`src/core/ccwdt_cfg.svh`:
```
// constants of the crystal clocked watchdog: offsets, fields, resets, timing
`ifndef CCWDT_CFG_SVH
`define CCWDT_CFG_SVH

// ****************************************************************
// register byte addresses
// ****************************************************************
`define CCWDT_ADDR_W 8
`define CCWDT_OFF_CTRL 8'hc0
`define CCWDT_OFF_ISTAT 8'hc4
`define CCWDT_OFF_IEN 8'hc8
`define CCWDT_OFF_ICLR 8'hcc
`define CCWDT_OFF_COUNT 8'hd0

// ****************************************************************
// watchdog_control fields and reset values
// ****************************************************************
`define CCWDT_BIT_UNLOCK 0
`define CCWDT_BIT_EN 1
`define CCWDT_BIT_STATUS 2
`define CCWDT_BIT_RSP 3
`define CCWDT_PRE_LSB 4
`define CCWDT_PRE_MSB 7
`define CCWDT_RST_PRE 4'h7
`define CCWDT_RST_EN 1'b1
`define CCWDT_RST_RSP 1'b0
`define CCWDT_PRE_MAX_TIMED 4'h7
`define CCWDT_PRE_IMM_RESET 4'h8
`define CCWDT_PRE_IMM_DLOAD 4'h9

// ****************************************************************
// interrupt status bits
// ****************************************************************
`define CCWDT_IRQ_W 2
`define CCWDT_IRQ_TIMEOUT 0
`define CCWDT_IRQ_REJECT 1

// ****************************************************************
// timing
// ****************************************************************
`define CCWDT_CLK_HZ 20000000
`define CCWDT_XTAL_HZ 32768
`define CCWDT_CNT_W 16
`define CCWDT_TAP_BASE 9

`endif

```
`src/core/ccwdt_pkg.sv`:
```
// types and shared decode helpers of the crystal clocked watchdog
package ccwdt_pkg;
  `include "ccwdt_cfg.svh"

  typedef logic [3:0] ccwdt_pre_t;

  typedef enum logic [2:0]
  {
    CCWDT_REG_CTRL = 3'b000,
    CCWDT_REG_ISTAT = 3'b001,
    CCWDT_REG_IEN = 3'b010,
    CCWDT_REG_ICLR = 3'b011,
    CCWDT_REG_COUNT = 3'b100,
    CCWDT_REG_NONE = 3'b111
  } ccwdt_reg_t;

  // codes above the timed range never expire through the counter
  function automatic logic ccwdt_pre_timed(input ccwdt_pre_t pre);
    ccwdt_pre_timed = (pre <= `CCWDT_PRE_MAX_TIMED);
  endfunction : ccwdt_pre_timed
endpackage : ccwdt_pkg

```
`src/core/ccwdt_cnt_if.sv`:
```
// carrier between the watchdog control logic and its counter
`timescale 1ns/1ns
interface ccwdt_cnt_if
  import ccwdt_pkg::*;
#(
  parameter int CNT_W = 16
);
  logic tick;
  logic run;
  logic restart;
  ccwdt_pre_t pre;
  logic expire;
  logic [CNT_W-1:0] count;

  modport ctl (output tick, output run, output restart, output pre,
    input expire, input count);
  modport cnt (input tick, input run, input restart, input pre,
    output expire, output count);
endinterface : ccwdt_cnt_if

```
`src/core/ccwdt_counter.sv`:
```
// 16-bit crystal-tick counter with selectable expiry tap
`timescale 1ns/1ns
module ccwdt_counter
  import ccwdt_pkg::*;
#(
  parameter int CNT_W = `CCWDT_CNT_W
)
(
  input wire logic clk,
  input wire logic rst_n,
  ccwdt_cnt_if.cnt cif
);
  logic [CNT_W-1:0] cnt_reg;
  logic expire_reg;
  logic [CNT_W-1:0] limit;
  logic timed;

  generate
    if (CNT_W < `CCWDT_TAP_BASE + 7)
    begin : g_bad_cnt
      $error("ccwdt_counter: counter too narrow for the longest tap");
    end
  endgenerate

  // last count before the tap bit pre+9 would set
  function automatic logic [CNT_W-1:0] tap_limit(input ccwdt_pre_t pre);
    logic [CNT_W-1:0] ones;
    ones = '1;
    if (ccwdt_pre_timed(pre))
      tap_limit = ones >> (CNT_W - `CCWDT_TAP_BASE - int'(pre));
    else
      tap_limit = ones;
  endfunction : tap_limit

  assign limit = tap_limit(cif.pre);
  assign timed = ccwdt_pre_timed(cif.pre);

  // restart wins over a tick in the same cycle: a kick is never late
  always_ff @(posedge clk)
  begin
    if (!rst_n || cif.restart || !cif.run)
      cnt_reg <= '0;
    else if (cif.tick && timed)
    begin
      if (cnt_reg == limit)
        cnt_reg <= '0;
      else
        cnt_reg <= CNT_W'(cnt_reg + 1'b1);
    end
  end

  always_ff @(posedge clk)
  begin
    if (!rst_n)
      expire_reg <= 1'b0;
    else
      expire_reg <= !cif.restart && cif.run && cif.tick && timed
        && (cnt_reg == limit);
  end

  assign cif.count = cnt_reg;
  assign cif.expire = expire_reg;
endmodule : ccwdt_counter

```
`src/core/ccwdt_sync.sv`:
```
// two flip-flop synchroniser for levels that arrive from pins
`timescale 1ns/1ns
module ccwdt_sync
#(
  parameter int W = 2,
  parameter logic [W-1:0] RST_VAL = '0
)
(
  input wire logic clk,
  input wire logic rst_n,
  input wire logic [W-1:0] async_in,
  output logic [W-1:0] sync_out
);
  logic [W-1:0] meta_reg;
  logic [W-1:0] sync_reg;

  generate
    if (W < 1)
    begin : g_bad_w
      $error("ccwdt_sync: width must be at least one");
    end
  endgenerate

  // meta_reg feeds sync_reg and nothing else
  always_ff @(posedge clk)
  begin
    if (!rst_n)
    begin
      meta_reg <= RST_VAL;
      sync_reg <= RST_VAL;
    end
    else
    begin
      meta_reg <= async_in;
      sync_reg <= meta_reg;
    end
  end

  assign sync_out = sync_reg;
endmodule : ccwdt_sync

```
`src/core/ccwdt_top.sv`:
```
// crystal clocked watchdog: apb registers, unlock, lock, expiry response
`timescale 1ns/1ns
module ccwdt_top
  import ccwdt_pkg::*;
#(
  parameter int CNT_W = `CCWDT_CNT_W,
  parameter int ADDR_W = `CCWDT_ADDR_W
)
(
  input wire logic clk,
  input wire logic rst_n,
  input wire logic sys_rst_n,
  input wire logic crystal_clock,
  input wire logic flash_lock_bit,
  input wire logic psel,
  input wire logic penable,
  input wire logic pwrite,
  input wire logic [ADDR_W-1:0] paddr,
  input wire logic [31:0] pwdata,
  output logic [31:0] prdata,
  output logic pready,
  output logic pslverr,
  output logic sys_reset_req,
  output logic download_reset_req,
  output logic wdog_irq,
  output logic irq
);
  // ****************************************************************
  // elaboration checks
  // ****************************************************************
  generate
    if (ADDR_W < 8)
    begin : g_bad_addr
      $error("ccwdt_top: address too narrow for the register map");
    end
    if (`CCWDT_CLK_HZ < 4 * `CCWDT_XTAL_HZ)
    begin : g_bad_clk
      $error("ccwdt_top: core clock too slow to sample the crystal");
    end
  endgenerate

  // ****************************************************************
  // declarations
  // ****************************************************************
  logic [1:0] sync_out;
  logic xtal_prev_reg;
  logic tick;
  logic locked;
  logic setup;
  logic access;
  ccwdt_reg_t hit;
  logic ctrl_wr;
  logic ctrl_apply;
  logic rejected;
  logic kick;
  ccwdt_pre_t wr_pre;
  ccwdt_pre_t pre_reg;
  logic rsp_reg;
  logic en_reg;
  logic status_reg;
  logic unlock_reg;
  logic en_eff;
  logic rsp_eff;
  logic sys_reset_reg;
  logic dload_reg;
  logic wdog_irq_reg;
  logic [`CCWDT_IRQ_W-1:0] ist_reg;
  logic [`CCWDT_IRQ_W-1:0] ien_reg;
  logic [`CCWDT_IRQ_W-1:0] ist_set;
  logic [31:0] prdata_reg;
  logic [31:0] rd_value;

  ccwdt_cnt_if #(.CNT_W(CNT_W)) cif ();

  // ****************************************************************
  // pin synchronisers and crystal tick
  // ****************************************************************
  // lock input idles high (unlocked) until the flash level is sampled
  ccwdt_sync #(.W(2), .RST_VAL(2'b10)) u_sync
  (
    .clk(clk),
    .rst_n(rst_n),
    .async_in({flash_lock_bit, crystal_clock}),
    .sync_out(sync_out)
  );

  always_ff @(posedge clk)
  begin
    if (!rst_n)
      xtal_prev_reg <= 1'b0;
    else
      xtal_prev_reg <= sync_out[0];
  end

  assign tick = sync_out[0] && !xtal_prev_reg;
  assign locked = !sync_out[1];

  // ****************************************************************
  // apb decode
  // ****************************************************************
  function automatic ccwdt_reg_t decode(input logic [ADDR_W-1:0] a);
    if (a == ADDR_W'(`CCWDT_OFF_CTRL))
      decode = CCWDT_REG_CTRL;
    else if (a == ADDR_W'(`CCWDT_OFF_ISTAT))
      decode = CCWDT_REG_ISTAT;
    else if (a == ADDR_W'(`CCWDT_OFF_IEN))
      decode = CCWDT_REG_IEN;
    else if (a == ADDR_W'(`CCWDT_OFF_ICLR))
      decode = CCWDT_REG_ICLR;
    else if (a == ADDR_W'(`CCWDT_OFF_COUNT))
      decode = CCWDT_REG_COUNT;
    else
      decode = CCWDT_REG_NONE;
  endfunction : decode

  assign setup = psel && !penable;
  assign access = psel && penable;
  assign hit = decode(paddr);
  assign pready = access;
  assign pslverr = access && (hit == CCWDT_REG_NONE);

  assign ctrl_wr = access && pwrite && (hit == CCWDT_REG_CTRL);
  assign ctrl_apply = ctrl_wr && unlock_reg;
  assign rejected = ctrl_wr && !unlock_reg && !pwdata[`CCWDT_BIT_UNLOCK];
  assign kick = ctrl_apply && pwdata[`CCWDT_BIT_EN];
  assign wr_pre = pwdata[`CCWDT_PRE_MSB:`CCWDT_PRE_LSB];

  // ****************************************************************
  // unlock step
  // ****************************************************************
  // any access at all consumes the unlock, so a stray write cannot
  // ride on an old unlock
  always_ff @(posedge clk)
  begin
    if (!rst_n || !sys_rst_n)
      unlock_reg <= 1'b0;
    else if (access)
      unlock_reg <= ctrl_wr && !unlock_reg
        && pwdata[`CCWDT_BIT_UNLOCK];
  end

  // ****************************************************************
  // watchdog_control fields
  // ****************************************************************
  always_ff @(posedge clk)
  begin
    if (!rst_n || !sys_rst_n)
      pre_reg <= `CCWDT_RST_PRE;
    else if (ctrl_apply)
      pre_reg <= wr_pre;
  end

  always_ff @(posedge clk)
  begin
    if (!rst_n || !sys_rst_n)
    begin
      en_reg <= `CCWDT_RST_EN;
      rsp_reg <= `CCWDT_RST_RSP;
    end
    else if (ctrl_apply && !locked)
    begin
      en_reg <= pwdata[`CCWDT_BIT_EN];
      rsp_reg <= pwdata[`CCWDT_BIT_RSP];
    end
  end

  assign en_eff = en_reg || locked;
  assign rsp_eff = rsp_reg && !locked;

  // a watchdog-caused reset arrives on sys_rst_n and leaves status alone
  always_ff @(posedge clk)
  begin
    if (!rst_n)
      status_reg <= 1'b0;
    else if (cif.expire)
      status_reg <= 1'b1;
    else if (ctrl_apply && !pwdata[`CCWDT_BIT_STATUS])
      status_reg <= 1'b0;
  end

  // ****************************************************************
  // counter hookup
  // ****************************************************************
  assign cif.tick = tick;
  assign cif.run = en_eff;
  assign cif.restart = kick || !sys_rst_n;
  assign cif.pre = pre_reg;

  ccwdt_counter #(.CNT_W(CNT_W)) u_counter
  (
    .clk(clk),
    .rst_n(rst_n),
    .cif(cif)
  );

  // ****************************************************************
  // expiry response
  // ****************************************************************
  always_ff @(posedge clk)
  begin
    if (!rst_n || !sys_rst_n)
    begin
      sys_reset_reg <= 1'b0;
      dload_reg <= 1'b0;
    end
    else
    begin
      sys_reset_reg <= (cif.expire && !rsp_eff)
        || (ctrl_apply && wr_pre == `CCWDT_PRE_IMM_RESET);
      dload_reg <= ctrl_apply && wr_pre == `CCWDT_PRE_IMM_DLOAD;
    end
  end

  // no global mask input: this line goes straight to the top priority
  always_ff @(posedge clk)
  begin
    if (!rst_n || !sys_rst_n)
      wdog_irq_reg <= 1'b0;
    else if (cif.expire && rsp_eff)
      wdog_irq_reg <= 1'b1;
    else if (ctrl_apply && !pwdata[`CCWDT_BIT_STATUS])
      wdog_irq_reg <= 1'b0;
  end

  assign sys_reset_req = sys_reset_reg;
  assign download_reset_req = dload_reg;
  assign wdog_irq = wdog_irq_reg;

  // ****************************************************************
  // event status, enable and clear
  // ****************************************************************
  always_comb
  begin
    ist_set = '0;
    ist_set[`CCWDT_IRQ_TIMEOUT] = cif.expire;
    ist_set[`CCWDT_IRQ_REJECT] = rejected;
  end

  // a new event wins over a clear in the same cycle
  always_ff @(posedge clk)
  begin
    if (!rst_n)
      ist_reg <= '0;
    else if (access && pwrite && hit == CCWDT_REG_ICLR)
      ist_reg <= (ist_reg & ~pwdata[`CCWDT_IRQ_W-1:0]) | ist_set;
    else
      ist_reg <= ist_reg | ist_set;
  end

  always_ff @(posedge clk)
  begin
    if (!rst_n)
      ien_reg <= '0;
    else if (access && pwrite && hit == CCWDT_REG_IEN)
      ien_reg <= pwdata[`CCWDT_IRQ_W-1:0];
  end

  assign irq = |(ist_reg & ien_reg);

  // ****************************************************************
  // read data, captured in the setup cycle
  // ****************************************************************
  always_comb
  begin
    rd_value = '0;
    case (hit)
      CCWDT_REG_CTRL:
      begin
        rd_value[`CCWDT_PRE_MSB:`CCWDT_PRE_LSB] = pre_reg;
        rd_value[`CCWDT_BIT_RSP] = rsp_eff;
        rd_value[`CCWDT_BIT_STATUS] = status_reg;
        rd_value[`CCWDT_BIT_EN] = en_eff;
        rd_value[`CCWDT_BIT_UNLOCK] = unlock_reg;
      end
      CCWDT_REG_ISTAT: rd_value[`CCWDT_IRQ_W-1:0] = ist_reg;
      CCWDT_REG_IEN: rd_value[`CCWDT_IRQ_W-1:0] = ien_reg;
      CCWDT_REG_COUNT: rd_value[CNT_W-1:0] = cif.count;
      default: rd_value = '0;
    endcase
  end

  always_ff @(posedge clk)
  begin
    if (!rst_n)
      prdata_reg <= '0;
    else if (setup && !pwrite)
      prdata_reg <= rd_value;
  end

  assign prdata = prdata_reg;
endmodule : ccwdt_top

```
`config.mk`:
```
export PLATFORM = sky130hd
export DESIGN_NAME = ccwdt_top
export DESIGN_NICKNAME = d
export VERILOG_FILES = /design/src/core/ccwdt_pkg.sv /design/src/core/ccwdt_cnt_if.sv /design/src/core/ccwdt_counter.sv /design/src/core/ccwdt_sync.sv /design/src/core/ccwdt_top.sv
export VERILOG_INCLUDE_DIRS = /design/src /design/src/core
export SDC_FILE = /design/constraint.sdc
export NUM_CORES = 1
export LEC_CHECK = 0
export ABC_AREA = 1
export CORE_UTILIZATION = 55
export DETAILED_ROUTE_END_ITERATION = 12
export DONT_BUFFER_PORTS = 1
export HOLD_SLACK_MARGIN = 0.1
export MAX_ROUTING_LAYER = met4
export PLACE_DENSITY = 0.78
export RECOVER_POWER = 25
export SKIP_LAST_GASP = 1
export SYNTH_ARGS = -nofsm -noshare
export SYNTH_HDL_FRONTEND = slang
export SYNTH_HIERARCHICAL = 1
export SYNTH_SLANG_ARGS = --single-unit
export TNS_END_PERCENT = 30
```
`constraint.sdc`:
```
create_clock -name clk -period 3.9 [get_ports clk]
set_clock_uncertainty 0.05 [all_clocks]
set_input_delay 1.17 -clock clk [delete_from_list [all_inputs] [get_ports clk]]
set_output_delay 1.17 -clock clk [all_outputs]
set_load 0.02 [all_outputs]
```
After elaboration in Yosys (flattened, before gate mapping) --
Cells that the tools add are included.
Storage, ports and cells: output and inout port bits 38, register bits after elaboration 53, input port bits 48, word-level logic and storage cells 100
Operators by class: add/sub/neg operators 2, mux-type cells 14, shift operators 1, order comparisons 1, equal/unequal tests 13, reduce and logical (&&, ||, !) cells 48, bitwise gates (word level) 5
Operators by type and width (count):
- equality test 8 bit (second input constant) | 5
- 2-to-1 mux 16 bit | 2
- right shift 16 x 32 -> 16 bit (first input constant) | 1
- logical AND 1 bit | 26
- adder 16 x 1 -> 16 bit (second input constant) | 1
- equality test 16 bit | 1
- zero test 1 bit | 12
- 2-to-1 mux 3 bit | 4
- one-hot mux 6 bit (2 select lines) | 1
- equality test 4 bit (second input constant) | 2
- 2-to-1 mux 8 bit | 1
- one-hot mux 2 bit (4 select lines) | 1
- equality test 3 x 2 -> 1 bit (second input constant) | 2
- equality test 3 bit (second input constant) | 2
- logical OR 1 bit | 6
- subtractor 3 x 4 -> 5 bit (first input constant) | 1
- AND 2 bit | 2
- <= comparator 4 x 3 -> 1 bit (second input constant) | 1
- 2-to-1 mux 2 bit | 2
- OR 2 bit | 2
- nonzero test 2 bit | 2
- equality test 3 x 1 -> 1 bit (second input constant) | 1
- zero test 3 bit | 1
- 2-to-1 mux 1 bit | 3
- 2 further kinds | 2

Longest topological paths before layout --
word-level depth 16, depth in mapped cells 10, mapped depth without buffers 10

By module --
The synthesis kept the hierarchy.
Modules (own cells, without submodules):
- ccwdt_top | area each 1715.4 um^2, seq. area each 640.6 um^2, cells an instance 236, times used 1
- ccwdt_counter | area each 1169.9 um^2, seq. area each 340.3 um^2, cells an instance 181, times used 1
- ccwdt_sync | area each 110.1 um^2, seq. area each 80.1 um^2, cells an instance 12, times used 1

Worst setup path after synthesis --
No wires, ideal clock.
path type input to output, from input port paddr[0], to output port pslverr, data arrival time 2.333 ns, path buffers 1, required time 2.680 ns, stages on the path 7, slack 0.347 ns, cells stage by stage inv_1 > nand2_2 > nor2_4 > nand2_4 > inv_4 > buf_8 > nor4_1
Between the ends: longest elaborated chain between the ends 8, elaborated cells between the ends (all ways) 12, those cells by class eq/ne: 6; mux: 5; reduce/logical: 1
RTL lines:
- from (decl) | RTL line ccwdt_top.sv:18 | input wire logic [ADDR_W-1:0] paddr,
- equality test 8 bit | RTL line ccwdt_top.sv:110 | else if (a == ADDR_W'(`CCWDT_OFF_COUNT))
- 2-to-1 mux 2 bit | RTL line ccwdt_top.sv:110
- 2-to-1 mux 3 bit | RTL line ccwdt_top.sv:108 | else if (a == ADDR_W'(`CCWDT_OFF_ICLR))
- 2-to-1 mux 3 bit | RTL line ccwdt_top.sv:106 | else if (a == ADDR_W'(`CCWDT_OFF_IEN))
- 2-to-1 mux 3 bit | RTL line ccwdt_top.sv:104 | else if (a == ADDR_W'(`CCWDT_OFF_ISTAT))
- 2-to-1 mux 3 bit (*) | RTL line ccwdt_top.sv:102 | if (a == ADDR_W'(`CCWDT_OFF_CTRL))
- equality test 3 bit (*) | RTL line ccwdt_top.sv:120 | assign pslverr = access && (hit == CCWDT_REG_NONE);
- logical AND 1 bit (*) | RTL line ccwdt_top.sv:120
- to (decl) | RTL line ccwdt_top.sv:22 | output logic pslverr,
Mark *: on every way between the ends. The rest lies on a longest branch, timed or not.

Worst setup path in the final report --
Same ends and word-level chain as after synthesis.

==> flow_summary.json <==
{
  "status": "finished, final reports clean",
  "async_reset_ff_share_pct": 0,
  "cts-htree-levels": 2,
  "insertedDiodeCount": 0,
  "drtIter0Drc": 190,
  "clk_path_buf_depth": 2,
  "max_freq_ghz": 0.2864,
  "p_leak_nw": 1.330,
  "period_share_pct": 89.53,
  "wirelength_um": 6378,
  "die-height_um": 75.80,
  "worstHoldPathType": "register to register",
  "cp.arrival_ns": 2.27,
  "drcViolationCount": 0,
  "synth_fa_ha_area_share_pct": 0.4177,
  "hp-start": "u_sync/meta_reg[0]",
  "coreArea_um2": 5172,
  "clkTransAtPathRegs_ns": 0.10,
  "pin_count": 86,
  "area_growth_syn_to_layout_pct": 2.088,
  "routedWlPerCell_um": 12.76,
  "rsz0062_at_grt": "false",
  "setup-tns-final_ns": 0,
  "synth_seq_area_share_pct": 35.42,
  "final_area_um2": 3058,
  "powerDensity_nw_per_um2": 312.5,
  "ctsHoldBuffers": 0,
  "cts-resized-gates": 0,
  "finalSetupViolCount": 0,
  "critical_path.max_fanout": 15,
  "synth_enable_flop_cells": 0,
  "grt_pass1_wl_um": 10520,
  "grt_util_all_layers_pct": 24.94,
  "fin_crit_ns": 3.492,
  "holdPathStages": 2,
  "cp-end-kind": "output pin",
  "slew_viol_final": 0,
  "dpl_cell_area_um2": 2978,
  "synthTopCellsByCount": "nand2_1 (96), inv_1 (55), dfxtp_1 (53)",
  "clockRootBuffer": "clkbuf_8",
  "first_pass_iters": 5,
  "cts_tree": "yes",
  "dieArea_um2": 5745,
  "clock_latency_ns": 0.31,
  "cp.required_ns": 2.68,
  "synth_xor_area_share_pct": 2.924,
  "worst-r2r-cell-count": 9,
  "cp-start-kind": "input port",
  "detail-route-antenna-nets": 0,
  "ys_types": 39,
  "rr_startpoint": "u_sync/sync_out[0]",
  "io_buffer_count": 0,
  "hpwlAfterDp_um": 4908,
  "syn_inst": 429,
  "antenna_found_initial": 0,
  "rows": 26,
  "synth_top_family_by_area": "simple AND/OR/NAND/NOR gates",
  "worst_pin_slew_ns": 0.8359,
  "hold_viol": 0,
  "finish.net_count": 478,
  "grt_max_degree": 32,
  "synth_seq_cells": 53,
  "synth_compound_gate_area_share_pct": 9.649,
  "drive_above_1_share_pct": 13.72,
  "syn-cell-area_um2": 2995,
  "chipWidth_um": 75.80,
  "muxShareOfSynthArea_pct": 0.3342,
  "grt_overflow_total": 0,
  "seqCellArea_um2": 1061,
  "multiInputGateArea_um2": 1553,
  "ys_top_cells_by_area": "dfxtp_1 (35%), nand2_1 (12%), inv_1 (6.9%)",
  "fill_cells": 482,
  "synth.top_cell.area_share_pct": 35.42,
  "ir_drop_v": 0.0002915,
  "routabilityCongestion": 0.9433,
  "num_vias": 2569,
  "synthSimpleGateAreaFrac_pct": 36.93,
  "viasPerCell": 5.138,
  "grt_pass1_vias": 2356,
  "post_cts_buffers": 0,
  "synth_ff_type": "dfxtp_1",
  "cts_made_buffers": 5,
  "synth_warnings": 6,
  "cap_viol_max_count": 0,
  "clock-sinks": 53,
  "start_util_pct": 57.91,
  "path_class": "input port to output pin",
  "synth.most_common_cell": "nand2_1",
  "startpoint": "paddr[0]",
  "slew_headroom_pct": 44.07,
  "synth_area_leader_cell": "dfxtp_1",
  "syn_area_per_cell_um2": 6.982
}
[where the power goes]
| group | switching (W) | total, W | internal [W] |
|---|---|---|---|
| clock network | 0.000194 | 0.000330 | 0.000136 |
| logic | 0.0000466 | 0.0000608 | 0.0000142 |
| registers | 0.0000145 | 0.000565 | 0.000550 |
[cell type report]
cell class | count | area share [%]
clock buffers | 5 | 2.250
repair buffers | 2 | 0.4910
multi-input cells | 303 | 50.78
flip-flops and latches | 53 | 34.70
clock inverters | 3 | 0.9411
inverters | 64 | 7.979
well taps | 70 | 2.864
[per-layer routing]
metal | global-route usage [%] | up-vias | wire [µm]
met3 | 3.704 | 8 | 287
li1 | - | 1333 | -
met2 | 39.63 | 72 | 2988
met1 | 32.57 | 1156 | 3027
met5 | - | - | 0
met4 | 8.025 | 0 | 74
[worst max-delay path: stages]
cell and delay, ns:
inv_1 0.03, nand2_1 0.12, nor2_1 0.45, nand2_4 0.10, inv_4 0.16, nor4_1 0.08, buf_4 0.16
[per-stage QoR]
step | utilization, % | hold slack, ns | setup slack [ns] | total power (W) | instances
finish | 59.12 | 0.3761 | 0.4082 | 0.0009557 | 500
global route | 59.12 | 0.4089 | 0.2980 | 0.0009909 | 500
CTS | 59.46 | 0.3799 | 0.6590 | 0.0009659 | 500
detailed placement | 57.57 | 0.3500 | 0.6692 | 0.0006389 | 492
global placement | 57.57 | 0.3398 | 0.6805 | 0.0006369 | 492
floorplan | - | 0.3295 | 0.3471 | 0.0006441 | 444
[cells by family after synthesis]
logic type,after synthesis
flip-flops,53
buffers and inverters,88
adder cells (fa/ha/maj),1
XOR/XNOR,10
multiplexers,1
other,1
AO/OA/AOI/OAI,51
AND/OR/NAND/NOR,224
[final timing paths]
path / slack [ns] / to
setup / recovery: 0.41 / pslverr
hold / removal: 0.38 / u_sync/sync_out[0]
setup reg to reg: 2.08 / u_counter/cif.count[6]
hold reg to reg: 0.38 / u_sync/sync_out[0]
[placed cells by master, fill, tap and decap left out, types with 2 or more instances in the layout]
cell type	n
clkbuf_8	5
inv_6	2
nand2_4	3
a21oi_1	21
nor2_4	2
nand2_2	6
dfxtp_1	53
nor2_1	32
nand3b_1	3
xnor2_1	2
nand3_1	37
o21ai_0	16
inv_2	6
nand2_1	97
xor2_1	8
conb_1	16
o211ai_1	9
buf_4	2
nor3_1	4
nand4_1	10
nand3_2	5
inv_1	55
nor2_2	20
nor3_2	2
Note: power is estimated with default switching activity, not from simulation.
